<file path="config.mk">
export PLATFORM = sky130hd
export DESIGN_NAME = twm_master
export DESIGN_NICKNAME = d
export VERILOG_FILES = /design/src/twm_pkg.sv /design/src/twm_bus_mon.sv /design/src/twm_master.sv
export VERILOG_INCLUDE_DIRS = /design/src
export SDC_FILE = /design/constraint.sdc
export NUM_CORES = 1
export LEC_CHECK = 0
export ABC_AREA = 0
export BUFFER_PORTS_ARGS = -buffer_cell sky130_fd_sc_hd__clkbuf_2
export CAP_MARGIN = 20
export CELL_PAD_IN_SITES_DETAIL_PLACEMENT = 1
export CELL_PAD_IN_SITES_GLOBAL_PLACEMENT = 1
export CORE_ASPECT_RATIO = 1.2
export CORE_UTILIZATION = 45
export CTS_CLUSTER_DIAMETER = 200
export DETAILED_ROUTE_END_ITERATION = 16
export PLACE_DENSITY = 0.88
export SETUP_SLACK_MARGIN = 0.5
export SYNTH_ARGS = -nofsm -noshare
export SYNTH_HDL_FRONTEND = slang
export SYNTH_SLANG_ARGS = --single-unit
</file>
<file path="constraint.sdc">
create_clock -name pclk -period 4.3 [get_ports pclk]
set_clock_uncertainty 0.2 [all_clocks]
set_input_delay 0.215 -clock pclk [delete_from_list [all_inputs] [get_ports pclk]]
set_output_delay 0.215 -clock pclk [all_outputs]
set_load 0.02 [all_outputs]
</file>
<file path="src/twm_params.svh">
// Register map, fields, status codes and timing of the two-wire master
`ifndef TWM_PARAMS_SVH
`define TWM_PARAMS_SVH

`define TWM_OFF_CONTROL   12'h000
`define TWM_OFF_STATUS    12'h004
`define TWM_OFF_DATA      12'h008
`define TWM_OFF_IRQ_STAT  12'h00C
`define TWM_OFF_IRQ_MASK  12'h010

`define TWM_BIT_IRQ_EN    0
`define TWM_BIT_ENABLE    2
`define TWM_BIT_COLL      3
`define TWM_BIT_STOP      4
`define TWM_BIT_START     5
`define TWM_BIT_ACK_EN    6
`define TWM_BIT_FLAG      7

`define TWM_ST_START      5'h01
`define TWM_ST_RSTART     5'h02
`define TWM_ST_AW_ACK     5'h03
`define TWM_ST_AW_NACK    5'h04
`define TWM_ST_D_ACK      5'h05
`define TWM_ST_D_NACK     5'h06
`define TWM_ST_ARB_LOST   5'h07
`define TWM_ST_AR_ACK     5'h08
`define TWM_ST_AR_NACK    5'h09
`define TWM_ST_RX_ACK     5'h0A
`define TWM_ST_RX_NACK    5'h0B
`define TWM_ST_IDLE       5'h1F

`define TWM_RESET_DATA    8'hFF
`define TWM_QUARTER_NS    2500
`define TWM_CLK_NS        8
`define TWM_QUARTER_CYC   ((`TWM_QUARTER_NS) / (`TWM_CLK_NS))

`endif

</file>
<file path="src/twm_pkg.sv">
// Types shared by the two-wire master receiver files
package twm_pkg;

    typedef enum logic [3:0] {
        TWM_IDLE   = 4'b0000,
        TWM_WAIT   = 4'b0001,
        TWM_START  = 4'b0010,
        TWM_BIT    = 4'b0011,
        TWM_HOLD   = 4'b0100,
        TWM_STOP   = 4'b0101,
        TWM_RSTART = 4'b0110
    } twm_phase_e;

    typedef struct packed {
        logic scl;
        logic sda;
    } twm_pins_s;

    typedef struct packed {
        logic scl_meta;
        logic sda_meta;
        logic scl_sync;
        logic sda_sync;
        logic sda_prev;
        logic scl_prev;
        logic busy;
    } twm_mon_s;

endpackage : twm_pkg

</file>
<file path="src/twm_bus_mon.sv">
// Pin synchroniser and bus-free detector
`timescale 1ns/1ps
`include "twm_params.svh"
module twm_bus_mon
    import twm_pkg::*;
(
    input  wire logic      pclk,
    input  wire logic      presetn,
    input  wire twm_pins_s pins_in,
    output twm_pins_s      pins_sync,
    output logic           bus_busy
);
    twm_mon_s mon_reg;
    twm_mon_s mon_next;

    always_comb begin
        mon_next          = mon_reg;
        mon_next.scl_meta = pins_in.scl;
        mon_next.sda_meta = pins_in.sda;
        mon_next.scl_sync = mon_reg.scl_meta;
        mon_next.sda_sync = mon_reg.sda_meta;
        mon_next.sda_prev = mon_reg.sda_sync;
        mon_next.scl_prev = mon_reg.scl_sync;
        // Start seen on SDA falling with SCL high, stop on SDA rising
        if (mon_reg.scl_sync && mon_reg.scl_prev &&
            mon_reg.sda_prev && !mon_reg.sda_sync) begin
            mon_next.busy = 1'b1;
        end else if (mon_reg.scl_sync && mon_reg.scl_prev &&
                     !mon_reg.sda_prev && mon_reg.sda_sync) begin
            mon_next.busy = 1'b0;
        end
    end

    always_ff @(posedge pclk or negedge presetn) begin
        if (!presetn) begin
            mon_reg <= '{1'b1, 1'b1, 1'b1, 1'b1, 1'b1, 1'b1, 1'b0};
        end else begin
            mon_reg <= mon_next;
        end
    end

    assign pins_sync.scl = mon_reg.scl_sync;
    assign pins_sync.sda = mon_reg.sda_sync;
    assign bus_busy      = mon_reg.busy;
endmodule : twm_bus_mon

</file>
<file path="src/twm_master.sv">
// Two-wire master receiver with APB registers
`timescale 1ns/1ps
`include "twm_params.svh"
module twm_master
    import twm_pkg::*;
(
    input  wire logic        pclk,
    input  wire logic        presetn,
    input  wire logic        psel,
    input  wire logic        penable,
    input  wire logic        pwrite,
    input  wire logic [11:0] paddr,
    input  wire logic [31:0] pwdata,
    output logic      [31:0] prdata,
    output logic             pready,
    output logic             pslverr,
    input  wire logic        scl_in,
    output logic             scl_out,
    output logic             scl_oe,
    input  wire logic        sda_in,
    output logic             sda_out,
    output logic             sda_oe,
    output logic             irq
);
    typedef struct packed {
        twm_phase_e  phase;
        logic [7:0]  ctrl;
        logic [4:0]  status;
        logic [7:0]  data;
        logic [7:0]  shift;
        logic [3:0]  bitn;
        logic [1:0]  quarter;
        logic [8:0]  cnt;
        logic        rx_mode;
        logic        owner;
        logic        scl_low;
        logic        sda_low;
        logic        ack_bit;
        logic [1:0]  irq_stat;
        logic [1:0]  irq_mask;
        logic [31:0] rdata;
    } twm_state_s;

    twm_state_s s_reg;
    twm_state_s s_next;
    twm_pins_s  pins_raw;
    twm_pins_s  pins_sync;
    logic       bus_busy;

    assign pins_raw = '{scl: scl_in, sda: sda_in};

    twm_bus_mon u_mon (
        .pclk      (pclk),
        .presetn   (presetn),
        .pins_in   (pins_raw),
        .pins_sync (pins_sync),
        .bus_busy  (bus_busy)
    );

    function automatic logic [7:0] code_of(input logic [4:0] st);
        unique case (st)
            `TWM_ST_START:    code_of = 8'h08;
            `TWM_ST_RSTART:   code_of = 8'h10;
            `TWM_ST_AW_ACK:   code_of = 8'h18;
            `TWM_ST_AW_NACK:  code_of = 8'h20;
            `TWM_ST_D_ACK:    code_of = 8'h28;
            `TWM_ST_D_NACK:   code_of = 8'h30;
            `TWM_ST_ARB_LOST: code_of = 8'h38;
            `TWM_ST_AR_ACK:   code_of = 8'h40;
            `TWM_ST_AR_NACK:  code_of = 8'h48;
            `TWM_ST_RX_ACK:   code_of = 8'h50;
            `TWM_ST_RX_NACK:  code_of = 8'h58;
            default:          code_of = 8'hF8;
        endcase
    endfunction : code_of

    localparam logic [8:0] QCYC = 9'(`TWM_QUARTER_CYC);

    logic wr_acc;
    logic rd_acc;
    logic flag;
    logic flag_set;
    logic qtick;
    logic addr_phase;

    assign wr_acc = psel && penable && pwrite;
    assign rd_acc = psel && penable && !pwrite;
    assign flag   = s_reg.ctrl[`TWM_BIT_FLAG];
    assign qtick  = (s_reg.cnt == QCYC - 9'h001);
    // Address byte goes out even when the read bit is set
    assign addr_phase = (s_reg.status == `TWM_ST_START) ||
                        (s_reg.status == `TWM_ST_RSTART);

    always_comb begin
        s_next   = s_reg;
        flag_set = 1'b0;
        s_next.cnt = qtick ? 9'h000 : s_reg.cnt + 9'h001;

        if (qtick) begin
            s_next.quarter = s_reg.quarter + 2'h1;
            unique case (s_reg.phase)
                TWM_IDLE: begin
                    s_next.quarter = 2'h0;
                end
                TWM_WAIT: begin
                    s_next.quarter = 2'h0;
                    if (!bus_busy && pins_sync.sda && pins_sync.scl) begin
                        s_next.phase = TWM_START;
                    end
                end
                TWM_START, TWM_RSTART: begin
                    // Data released first so a restart is no stop
                    if (s_reg.quarter == 2'h0) begin
                        s_next.sda_low = 1'b0;
                    end else if (s_reg.quarter == 2'h1) begin
                        s_next.scl_low = 1'b0;
                    end else if (s_reg.quarter == 2'h2) begin
                        s_next.sda_low = 1'b1;
                    end else begin
                        s_next.scl_low = 1'b1;
                        s_next.owner   = 1'b1;
                        s_next.status  = (s_reg.phase == TWM_RSTART) ?
                            `TWM_ST_RSTART : `TWM_ST_START;
                        s_next.phase   = TWM_HOLD;
                        flag_set       = 1'b1;
                    end
                end
                TWM_BIT: begin
                    if (s_reg.quarter == 2'h0) begin
                        if (s_reg.bitn == 4'h8) begin
                            s_next.sda_low = s_reg.rx_mode &&
                                !(s_reg.status == `TWM_ST_AR_ACK ||
                                  s_reg.status == `TWM_ST_RX_ACK ||
                                  s_reg.status == `TWM_ST_RX_NACK) ?
                                1'b0 : (s_reg.rx_mode && s_reg.ack_bit);
                        end else begin
                            s_next.sda_low = (!s_reg.rx_mode || addr_phase) &&
                                             !s_reg.shift[7];
                        end
                    end else if (s_reg.quarter == 2'h1) begin
                        s_next.scl_low = 1'b0;
                    end else if (s_reg.quarter == 2'h2) begin
                        // Stretching slave holds us in this quarter
                        if (!pins_sync.scl) begin
                            s_next.quarter = 2'h2;
                        end else if (s_reg.bitn == 4'h8) begin
                            s_next.ack_bit = !pins_sync.sda;
                        end else begin
                            if (!s_reg.sda_low && !pins_sync.sda &&
                                (!s_reg.rx_mode || addr_phase)) begin
                                s_next.status = `TWM_ST_ARB_LOST;
                                s_next.owner  = 1'b0;
                                s_next.phase  = TWM_HOLD;
                                s_next.sda_low = 1'b0;
                                s_next.scl_low = 1'b0;
                                flag_set       = 1'b1;
                            end
                            s_next.shift = {s_reg.shift[6:0], pins_sync.sda};
                        end
                    end else begin
                        s_next.scl_low = 1'b1;
                        s_next.bitn    = s_reg.bitn + 4'h1;
                        if (s_reg.bitn == 4'h8) begin
                            s_next.phase = TWM_HOLD;
                            flag_set     = 1'b1;
                            s_next.bitn  = 4'h0;
                            if (s_reg.status == `TWM_ST_START ||
                                s_reg.status == `TWM_ST_RSTART) begin
                                s_next.status = s_reg.rx_mode ?
                                    (s_reg.ack_bit ? `TWM_ST_AR_ACK
                                                   : `TWM_ST_AR_NACK)
                                  : (s_reg.ack_bit ? `TWM_ST_AW_ACK
                                                   : `TWM_ST_AW_NACK);
                            end else if (s_reg.rx_mode) begin
                                s_next.data   = s_reg.shift;
                                s_next.status = s_reg.ack_bit ?
                                    `TWM_ST_RX_ACK : `TWM_ST_RX_NACK;
                            end else begin
                                s_next.status = s_reg.ack_bit ?
                                    `TWM_ST_D_ACK : `TWM_ST_D_NACK;
                            end
                        end
                    end
                end
                TWM_HOLD: begin
                    s_next.quarter = 2'h0;
                end
                TWM_STOP: begin
                    if (s_reg.quarter == 2'h0) begin
                        s_next.sda_low = 1'b1;
                    end else if (s_reg.quarter == 2'h1) begin
                        s_next.scl_low = 1'b0;
                    end else if (s_reg.quarter == 2'h2) begin
                        s_next.sda_low = 1'b0;
                    end else begin
                        s_next.owner  = 1'b0;
                        s_next.status = `TWM_ST_IDLE;
                        s_next.ctrl[`TWM_BIT_STOP] = 1'b0;
                        s_next.phase  = TWM_IDLE;
                    end
                end
                default: begin
                    s_next.phase = TWM_IDLE;
                end
            endcase
        end

        // Flag write: one clears and resumes the bus
        if (wr_acc && paddr == `TWM_OFF_CONTROL) begin
            s_next.ctrl[6:0] = pwdata[6:0];
            s_next.ctrl[`TWM_BIT_COLL] = s_reg.ctrl[`TWM_BIT_COLL];
            if (pwdata[`TWM_BIT_FLAG]) begin
                s_next.ctrl[`TWM_BIT_FLAG] = 1'b0;
                s_next.ctrl[`TWM_BIT_COLL] = 1'b0;
                s_next.ack_bit = pwdata[`TWM_BIT_ACK_EN];
                s_next.cnt     = 9'h000;
                s_next.quarter = 2'h0;
                if (!pwdata[`TWM_BIT_ENABLE]) begin
                    s_next.phase   = TWM_IDLE;
                    s_next.owner   = 1'b0;
                    s_next.scl_low = 1'b0;
                    s_next.sda_low = 1'b0;
                end else if (pwdata[`TWM_BIT_STOP] && s_reg.owner) begin
                    s_next.phase = TWM_STOP;
                end else if (pwdata[`TWM_BIT_START]) begin
                    s_next.phase = s_reg.owner ? TWM_RSTART
                                               : TWM_WAIT;
                end else if (s_reg.owner) begin
                    s_next.phase = TWM_BIT;
                    if (s_reg.status == `TWM_ST_START ||
                        s_reg.status == `TWM_ST_RSTART) begin
                        s_next.rx_mode = s_reg.data[0];
                        s_next.shift   = s_reg.data;
                    end else begin
                        s_next.shift = s_reg.data;
                    end
                end
            end
        end
        if (wr_acc && paddr == `TWM_OFF_DATA) begin
            if (flag) begin
                s_next.data = pwdata[7:0];
            end else begin
                s_next.ctrl[`TWM_BIT_COLL] = 1'b1;
            end
        end
        if (wr_acc && paddr == `TWM_OFF_IRQ_STAT) begin
            s_next.irq_stat = s_reg.irq_stat & ~pwdata[1:0];
        end
        if (wr_acc && paddr == `TWM_OFF_IRQ_MASK) begin
            s_next.irq_mask = pwdata[1:0];
        end
        // Hardware set wins over a same-cycle clear
        if (flag_set) begin
            s_next.ctrl[`TWM_BIT_FLAG] = 1'b1;
            s_next.irq_stat[0] = 1'b1;
            if (s_next.status == `TWM_ST_ARB_LOST) begin
                s_next.irq_stat[1] = 1'b1;
            end
        end

        s_next.rdata = 32'h0000_0000;
        if (psel && !penable && !pwrite) begin
            unique case (paddr)
                `TWM_OFF_CONTROL:  s_next.rdata = {24'h0, s_reg.ctrl};
                // Low three status bits read zero, so codes compare directly
                `TWM_OFF_STATUS:   s_next.rdata =
                    {24'h0, code_of(s_reg.status)};
                `TWM_OFF_DATA:     s_next.rdata = {24'h0, s_reg.data};
                `TWM_OFF_IRQ_STAT: s_next.rdata = {30'h0, s_reg.irq_stat};
                `TWM_OFF_IRQ_MASK: s_next.rdata = {30'h0, s_reg.irq_mask};
                default:           s_next.rdata = 32'h0000_0000;
            endcase
        end
    end

    always_ff @(posedge pclk or negedge presetn) begin
        if (!presetn) begin
            s_reg <= '{phase: TWM_IDLE, ctrl: 8'h00,
                       status: `TWM_ST_IDLE, data: `TWM_RESET_DATA,
                       shift: 8'h00, bitn: 4'h0, quarter: 2'h0,
                       cnt: 9'h000, rx_mode: 1'b0, owner: 1'b0,
                       scl_low: 1'b0, sda_low: 1'b0, ack_bit: 1'b0,
                       irq_stat: 2'h0, irq_mask: 2'h0,
                       rdata: 32'h0000_0000};
        end else begin
            s_reg <= s_next;
        end
    end

    // No wait state: read data is loaded in setup
    assign pready  = 1'b1;
    assign pslverr = psel && penable &&
                     !(paddr == `TWM_OFF_CONTROL || paddr == `TWM_OFF_STATUS ||
                       paddr == `TWM_OFF_DATA || paddr == `TWM_OFF_IRQ_STAT ||
                       paddr == `TWM_OFF_IRQ_MASK);
    assign prdata  = s_reg.rdata;
    assign scl_out = 1'b0;
    assign scl_oe  = s_reg.scl_low;
    assign sda_out = 1'b0;
    assign sda_oe  = s_reg.sda_low;
    assign irq     = |(s_reg.irq_stat & s_reg.irq_mask) ||
                     (flag && s_reg.ctrl[`TWM_BIT_IRQ_EN]);
endmodule : twm_master

</file>
**Word-level counts from Yosys, hierarchy flattened**

Memories as Yosys holds them, arrays and structs flattened.
Index checks and enable logic that the tools add are counted.

- Register bits after elaboration: 96
- Bits in read-only memories: 80
- Output and inout port bits: 39
- Word-level logic and storage cells: 257
- Memories kept: 1

- $add $sub $neg: 3
- Equal/unequal tests: 23
- Mux-type cells: 136
- Bitwise operators: 8
- Reductions and logical operators: 59

Memory list:

| memory | words | width | read ports | clocked after memory_dff | write ports | RTL line | text |
|---|---|---|---|---|---|---|---|
| (name not given) | 16 | 5 | 1 | 0 | 0 | twm_master.sv:61 | `unique case (st)` |

Operators with widths:

| kind | count |
|---|---|
| $mux 8 | 16 |
| $mux 4 | 26 |
| $mux 27 | 3 |
| $mux 5 | 11 |
| $mux 1 | 51 |
| $pmux 8 s5 | 1 |
| $mux 16 | 2 |
| $eq 12x4->1 const B | 2 |
| $mux 2 | 12 |
| $logic_and 1x1->1 | 23 |
| $mux 20 | 1 |
| $pmux 4 s5 | 1 |
| $eq 5x4->1 const B | 3 |
| $mux 3 | 5 |
| $pmux 5 s3 | 1 |
| $mux 13 | 1 |
| $eq 12x3->1 const B | 1 |
| $eq 12x5->1 const B | 1 |
| $eq 4x3->1 const B | 3 |
| $logic_not 12->1 | 1 |
| $mux 12 | 1 |
| $reduce_bool 2->1 | 6 |
| $logic_not 1->1 | 10 |
| $reduce_and 5->1 | 2 |
| other kinds (27) | 45 |

**Logic depth before layout (Yosys ltp)**

- Depth in word-level cells: 20
- Depth in mapped cells: 9

**Hierarchy**

Synthesis repeated with hierarchy kept, for this count alone.

- Cell total of the unflattened synthesis: 486
- Area total of the unflattened synthesis: 4579.4 µm²

By module, submodules not included:

| module | times used | cells an instance | area an instance (µm²) |
|---|---|---|---|
| twm_master | 1 | 473 | 4347.9 |
| twm_bus_mon | 1 | 13 | 231.5 |

**Worst setup path after synthesis**

OpenSTA, ideal clock, no wires.

- Path type: register to register
- From: register s_reg[51] in the netlist's numbering
- To: register s_reg[35] in the netlist's numbering
- Data arrival time: 2192 ps
- Required time: 4005 ps
- Path slack: 1812 ps
- Stages on the path, launching flop included: 10
- Buffers on the path: 1
- Clock period less this slack: 2488 ps
- Cell sequence: dfrtp_1 inv_1 ha_1 buf_2 or2_2 or2_1 a21boi_2 a211oi_1 o2111ai_1 o31ai_1

RTL lines:

| item | RTL line | text |
|---|---|---|
| from (decl) | twm_master.sv:44 | `twm_state_s s_reg;` |
| from (signal assigned) | twm_master.sv:279 | `s_reg <= '{phase: TWM_IDLE, ctrl: 8'h00,` |
| from (signal assigned) | twm_master.sv:287 | `s_reg <= s_next;` |

==> reports/results.txt <==
Status: completed
DRC Markers: 0
Die H: 112 um
Hold_buf cts: 7
Final setup vio count: 0
H-tree depth: 3
DRT iter0 DRCs: 194
Unrepaired setup endpoints after global routing: false
Synth area leaders: dfrtp_1 (29%), dfstp_2 (11%), buf_4 (6.1%), o21ai_0 (4.5%), nand2_1 (4.2%)
CP max FO: 13
Crit start category: flip-flop
Post-synthesis cell count: 499
P_sw: 0.000396 W
Top-area cell type share of the netlist area: 29.0%
Max Cap Viol: 0
Placed cells: 627
Slew HR: 42.4%
Ant. Diodes: 0
Starting Density: 47.1%
CTS buffer count: 9
Compound-cell area share of the yosys netlist: 17.3%
Finished Layout Cells: 650
Nets: 584
DR WL/cell: 20.3 um
CTS tree: done
DP HPWL: 9250 um
Most common cell in the netlist: dfrtp_1
Switching Share: 24.0%
CP required: 4.33 ns
Clk root buf: clkbuf_16
Post-Synth Adder-Cell Area: 3.01%
Clock Power Share: 48.8%
Unique cell type count in the Yosys netlist: 73
Max Freq: 329 MHz
Largest area contributor in the netlist: dfrtp_1
Critical path class: reg -> reg
Clock Pin Slew Worst Setup and Hold Paths: 0.06 ns
Sequential Power Share: 44.2%
Async set-or-reset flop fraction in the synthesized netlist: 100%
Final hold vios: 0
Post-Syn Area: 4570 um^2
WL final: 13200 um
Pleak: 2.11 nW
Insertion delay to the later sink of the worst-skew pair: 0.34 ns
Power Density: 327 nW/um^2
Post-CTS Resized: 0
Fin crit share: 70.6%
Max reg flops: 54
Largest family of logic cells by synthesized area: simple AND/OR/NAND/NOR gates
Post-synth EDFFs: 0
Hold WC Path Type: in -> reg
#FFs+latches synth: 72
Pin count of the biggest net entering global routing: 43
Post-synthesis mux area share: 5.94%
Via count: 3931
Via/cell ratio: 6.05
Max-slew violations: 0
Layout Area Growth over Synthesis: 10.4%
Number of global-route vias before repair: 4160
CORE AREA: 9710 um^2
Sequential area share after synthesis: 39.9%
First-pass DRT Iterations: 4
Die area: 10600 um^2
Crit path setup slack, layout: 1.26 ns
Top FF cell, synth: dfrtp_1
Least-Margin Pin Slew: 0.861 ns
YS warnings: 0
Die Wd: 94 um
Peak supply drop: 221 uV
First-pass GRT wire length: 21500 um
Simple-gate share of the synthesized area: 22.9%
Synth cell count leaders: dfrtp_1 (53), nand2_1 (51), nor2_1 (42)
Post-CTS Setup Repair Bufs: 0
Longest Clk Path Bufs: 2
Initial antenna violation count: 0
Crit path DAT: 3.07 ns
Syn avg cell area: 9.16 um^2
P_int: 0.00125 W
Global placer's final weighted congestion: 0.877
Critical Path Sink Type: flip-flop
CTS Sinks: 72
Rows: 39
Xor and xnor area share after synthesis: 1.53%
Grt ovf: 0
Comb power frac: 7.0%
GRT Util Overall: 26.6%
# port buffers: 38
Placement Setup Slack: 1.32 ns
Layout cells sized above 1: 18.4%
Final min period: 3.04 ns
Post-DRT Antenna Nets: 0
IO Pins: 90
Total negative slack: 0 ns
-- routing by layer --
metal / up-vias / share of wire [%] / global-route usage, %
met3: 38 / 4.1 / 4.27
met2: 130 / 52 / 46.4
met1: 1973 / 39 / 30.7
li1: 1790 / - / -
met5: - / 0 / 0
met4: 0 / 4.9 / 14.4
-- metrics by stage --
stage | hold slack [ns] | utilization, % | area (um^2) | power (W)
4_1_cts | 0.0165 | 52.0 | 5050 | 0.00167
3_5_place_dp | 0.103 | 47.9 | 4650 | 0.000850
3_3_place_gp | 0.0917 | 47.9 | 4650 | 0.000840
5_1_grt | 0.0445 | 52.0 | 5050 | 0.00171
2_1_floorplan | -0.281 | - | 4660 | 0.000815
6_report | 0.0318 | 52.0 | 5050 | 0.00165
-- worst max-delay path: stages, from the launching register on --
cell	delay (ns)
dfrtp_1	0.45
inv_1	0.14
ha_1	0.38
nand4bb_1	0.41
nor4_4	0.38
a21boi_2	0.18
nor4_1	0.37
nor3b_1	0.13
o31ai_1	0.30
-- final cells by class --
type                            instances  area [um^2]
Clock buffer                           13          280
Inverter                               14         52.6
Timing Repair Buffer                   46          268
Sequential cell                        72         1830
Tap cell                              123          154
Fill cell                            1142         4660
Multi-Input combinational cell        379         2420
Clock inverter                          3         46.3
-- power groups by stage --
stage | combinational, W | clock (W) | sequential, W
after global placement | 0.000103 | 0 | 0.000737
final | 0.000115 | 0.000806 | 0.000730
after detailed placement | 0.000109 | 0 | 0.000741
after global routing | 0.000129 | 0.000844 | 0.000735
after CTS | 0.000116 | 0.000822 | 0.000730
after floorplan | 0.0000827 | 0 | 0.000733
-- final timing paths --
check | slack [ns] | startpoint | end | cells after the start
max in group asynchronous | 2.63 | presetn | s_reg[88] | 3
setup reg to reg | 1.26 | s_reg[50] | s_reg[35] | 8
min in group asynchronous | 0.26 | presetn | s_reg[59] | 2
hold / removal | 0.03 | pwdata[1] | s_reg[65] | 3
setup / recovery | 1.26 | s_reg[50] | s_reg[35] | 8
hold reg to reg | 0.16 | u_mon.mon_next[4] | u_mon.pins_sync[1] | 0
-- kinds of logic (layout without fill, tap and decap cells) --
kind of cell               after synthesis  count (layout)
muxes                                   26              26
buffers and inverters                   73              76
other                                    2              27
DFF                                     72              72
and+or+nand+nor                        189             189
AOI/OAI and AO/OA                      118             118
adders and majority gates               11              11
xor gates and xnor gates                 8               8
-- cell usage in the layout (no fill, tap or decap), types with 4 or more instances in the layout --
| master | instances |
|---|---|
| nand3_1 | 14 |
| and3_1 | 7 |
| dfrtp_1 | 53 |
| inv_1 | 14 |
| o211ai_1 | 4 |
| a22oi_1 | 4 |
| clkbuf_2 | 37 |
| dlygate4sd3_1 | 7 |
| a211oi_1 | 10 |
| nor2_1 | 42 |
| nand2_1 | 51 |
| xnor2_1 | 4 |
| o21a_1 | 4 |
| a21oi_1 | 14 |
| clkbuf_8 | 4 |
| dfstp_2 | 19 |
| o21ai_0 | 41 |
| mux2i_1 | 17 |
| o22ai_1 | 4 |
| xor2_1 | 4 |
| o2111ai_1 | 4 |
| a31oi_1 | 6 |
| nor3_1 | 25 |
| conb_1 | 27 |
| clkbuf_16 | 9 |
| ha_1 | 11 |
| mux2_2 | 8 |
No activity file was read; power rests on OpenSTA's default activity.
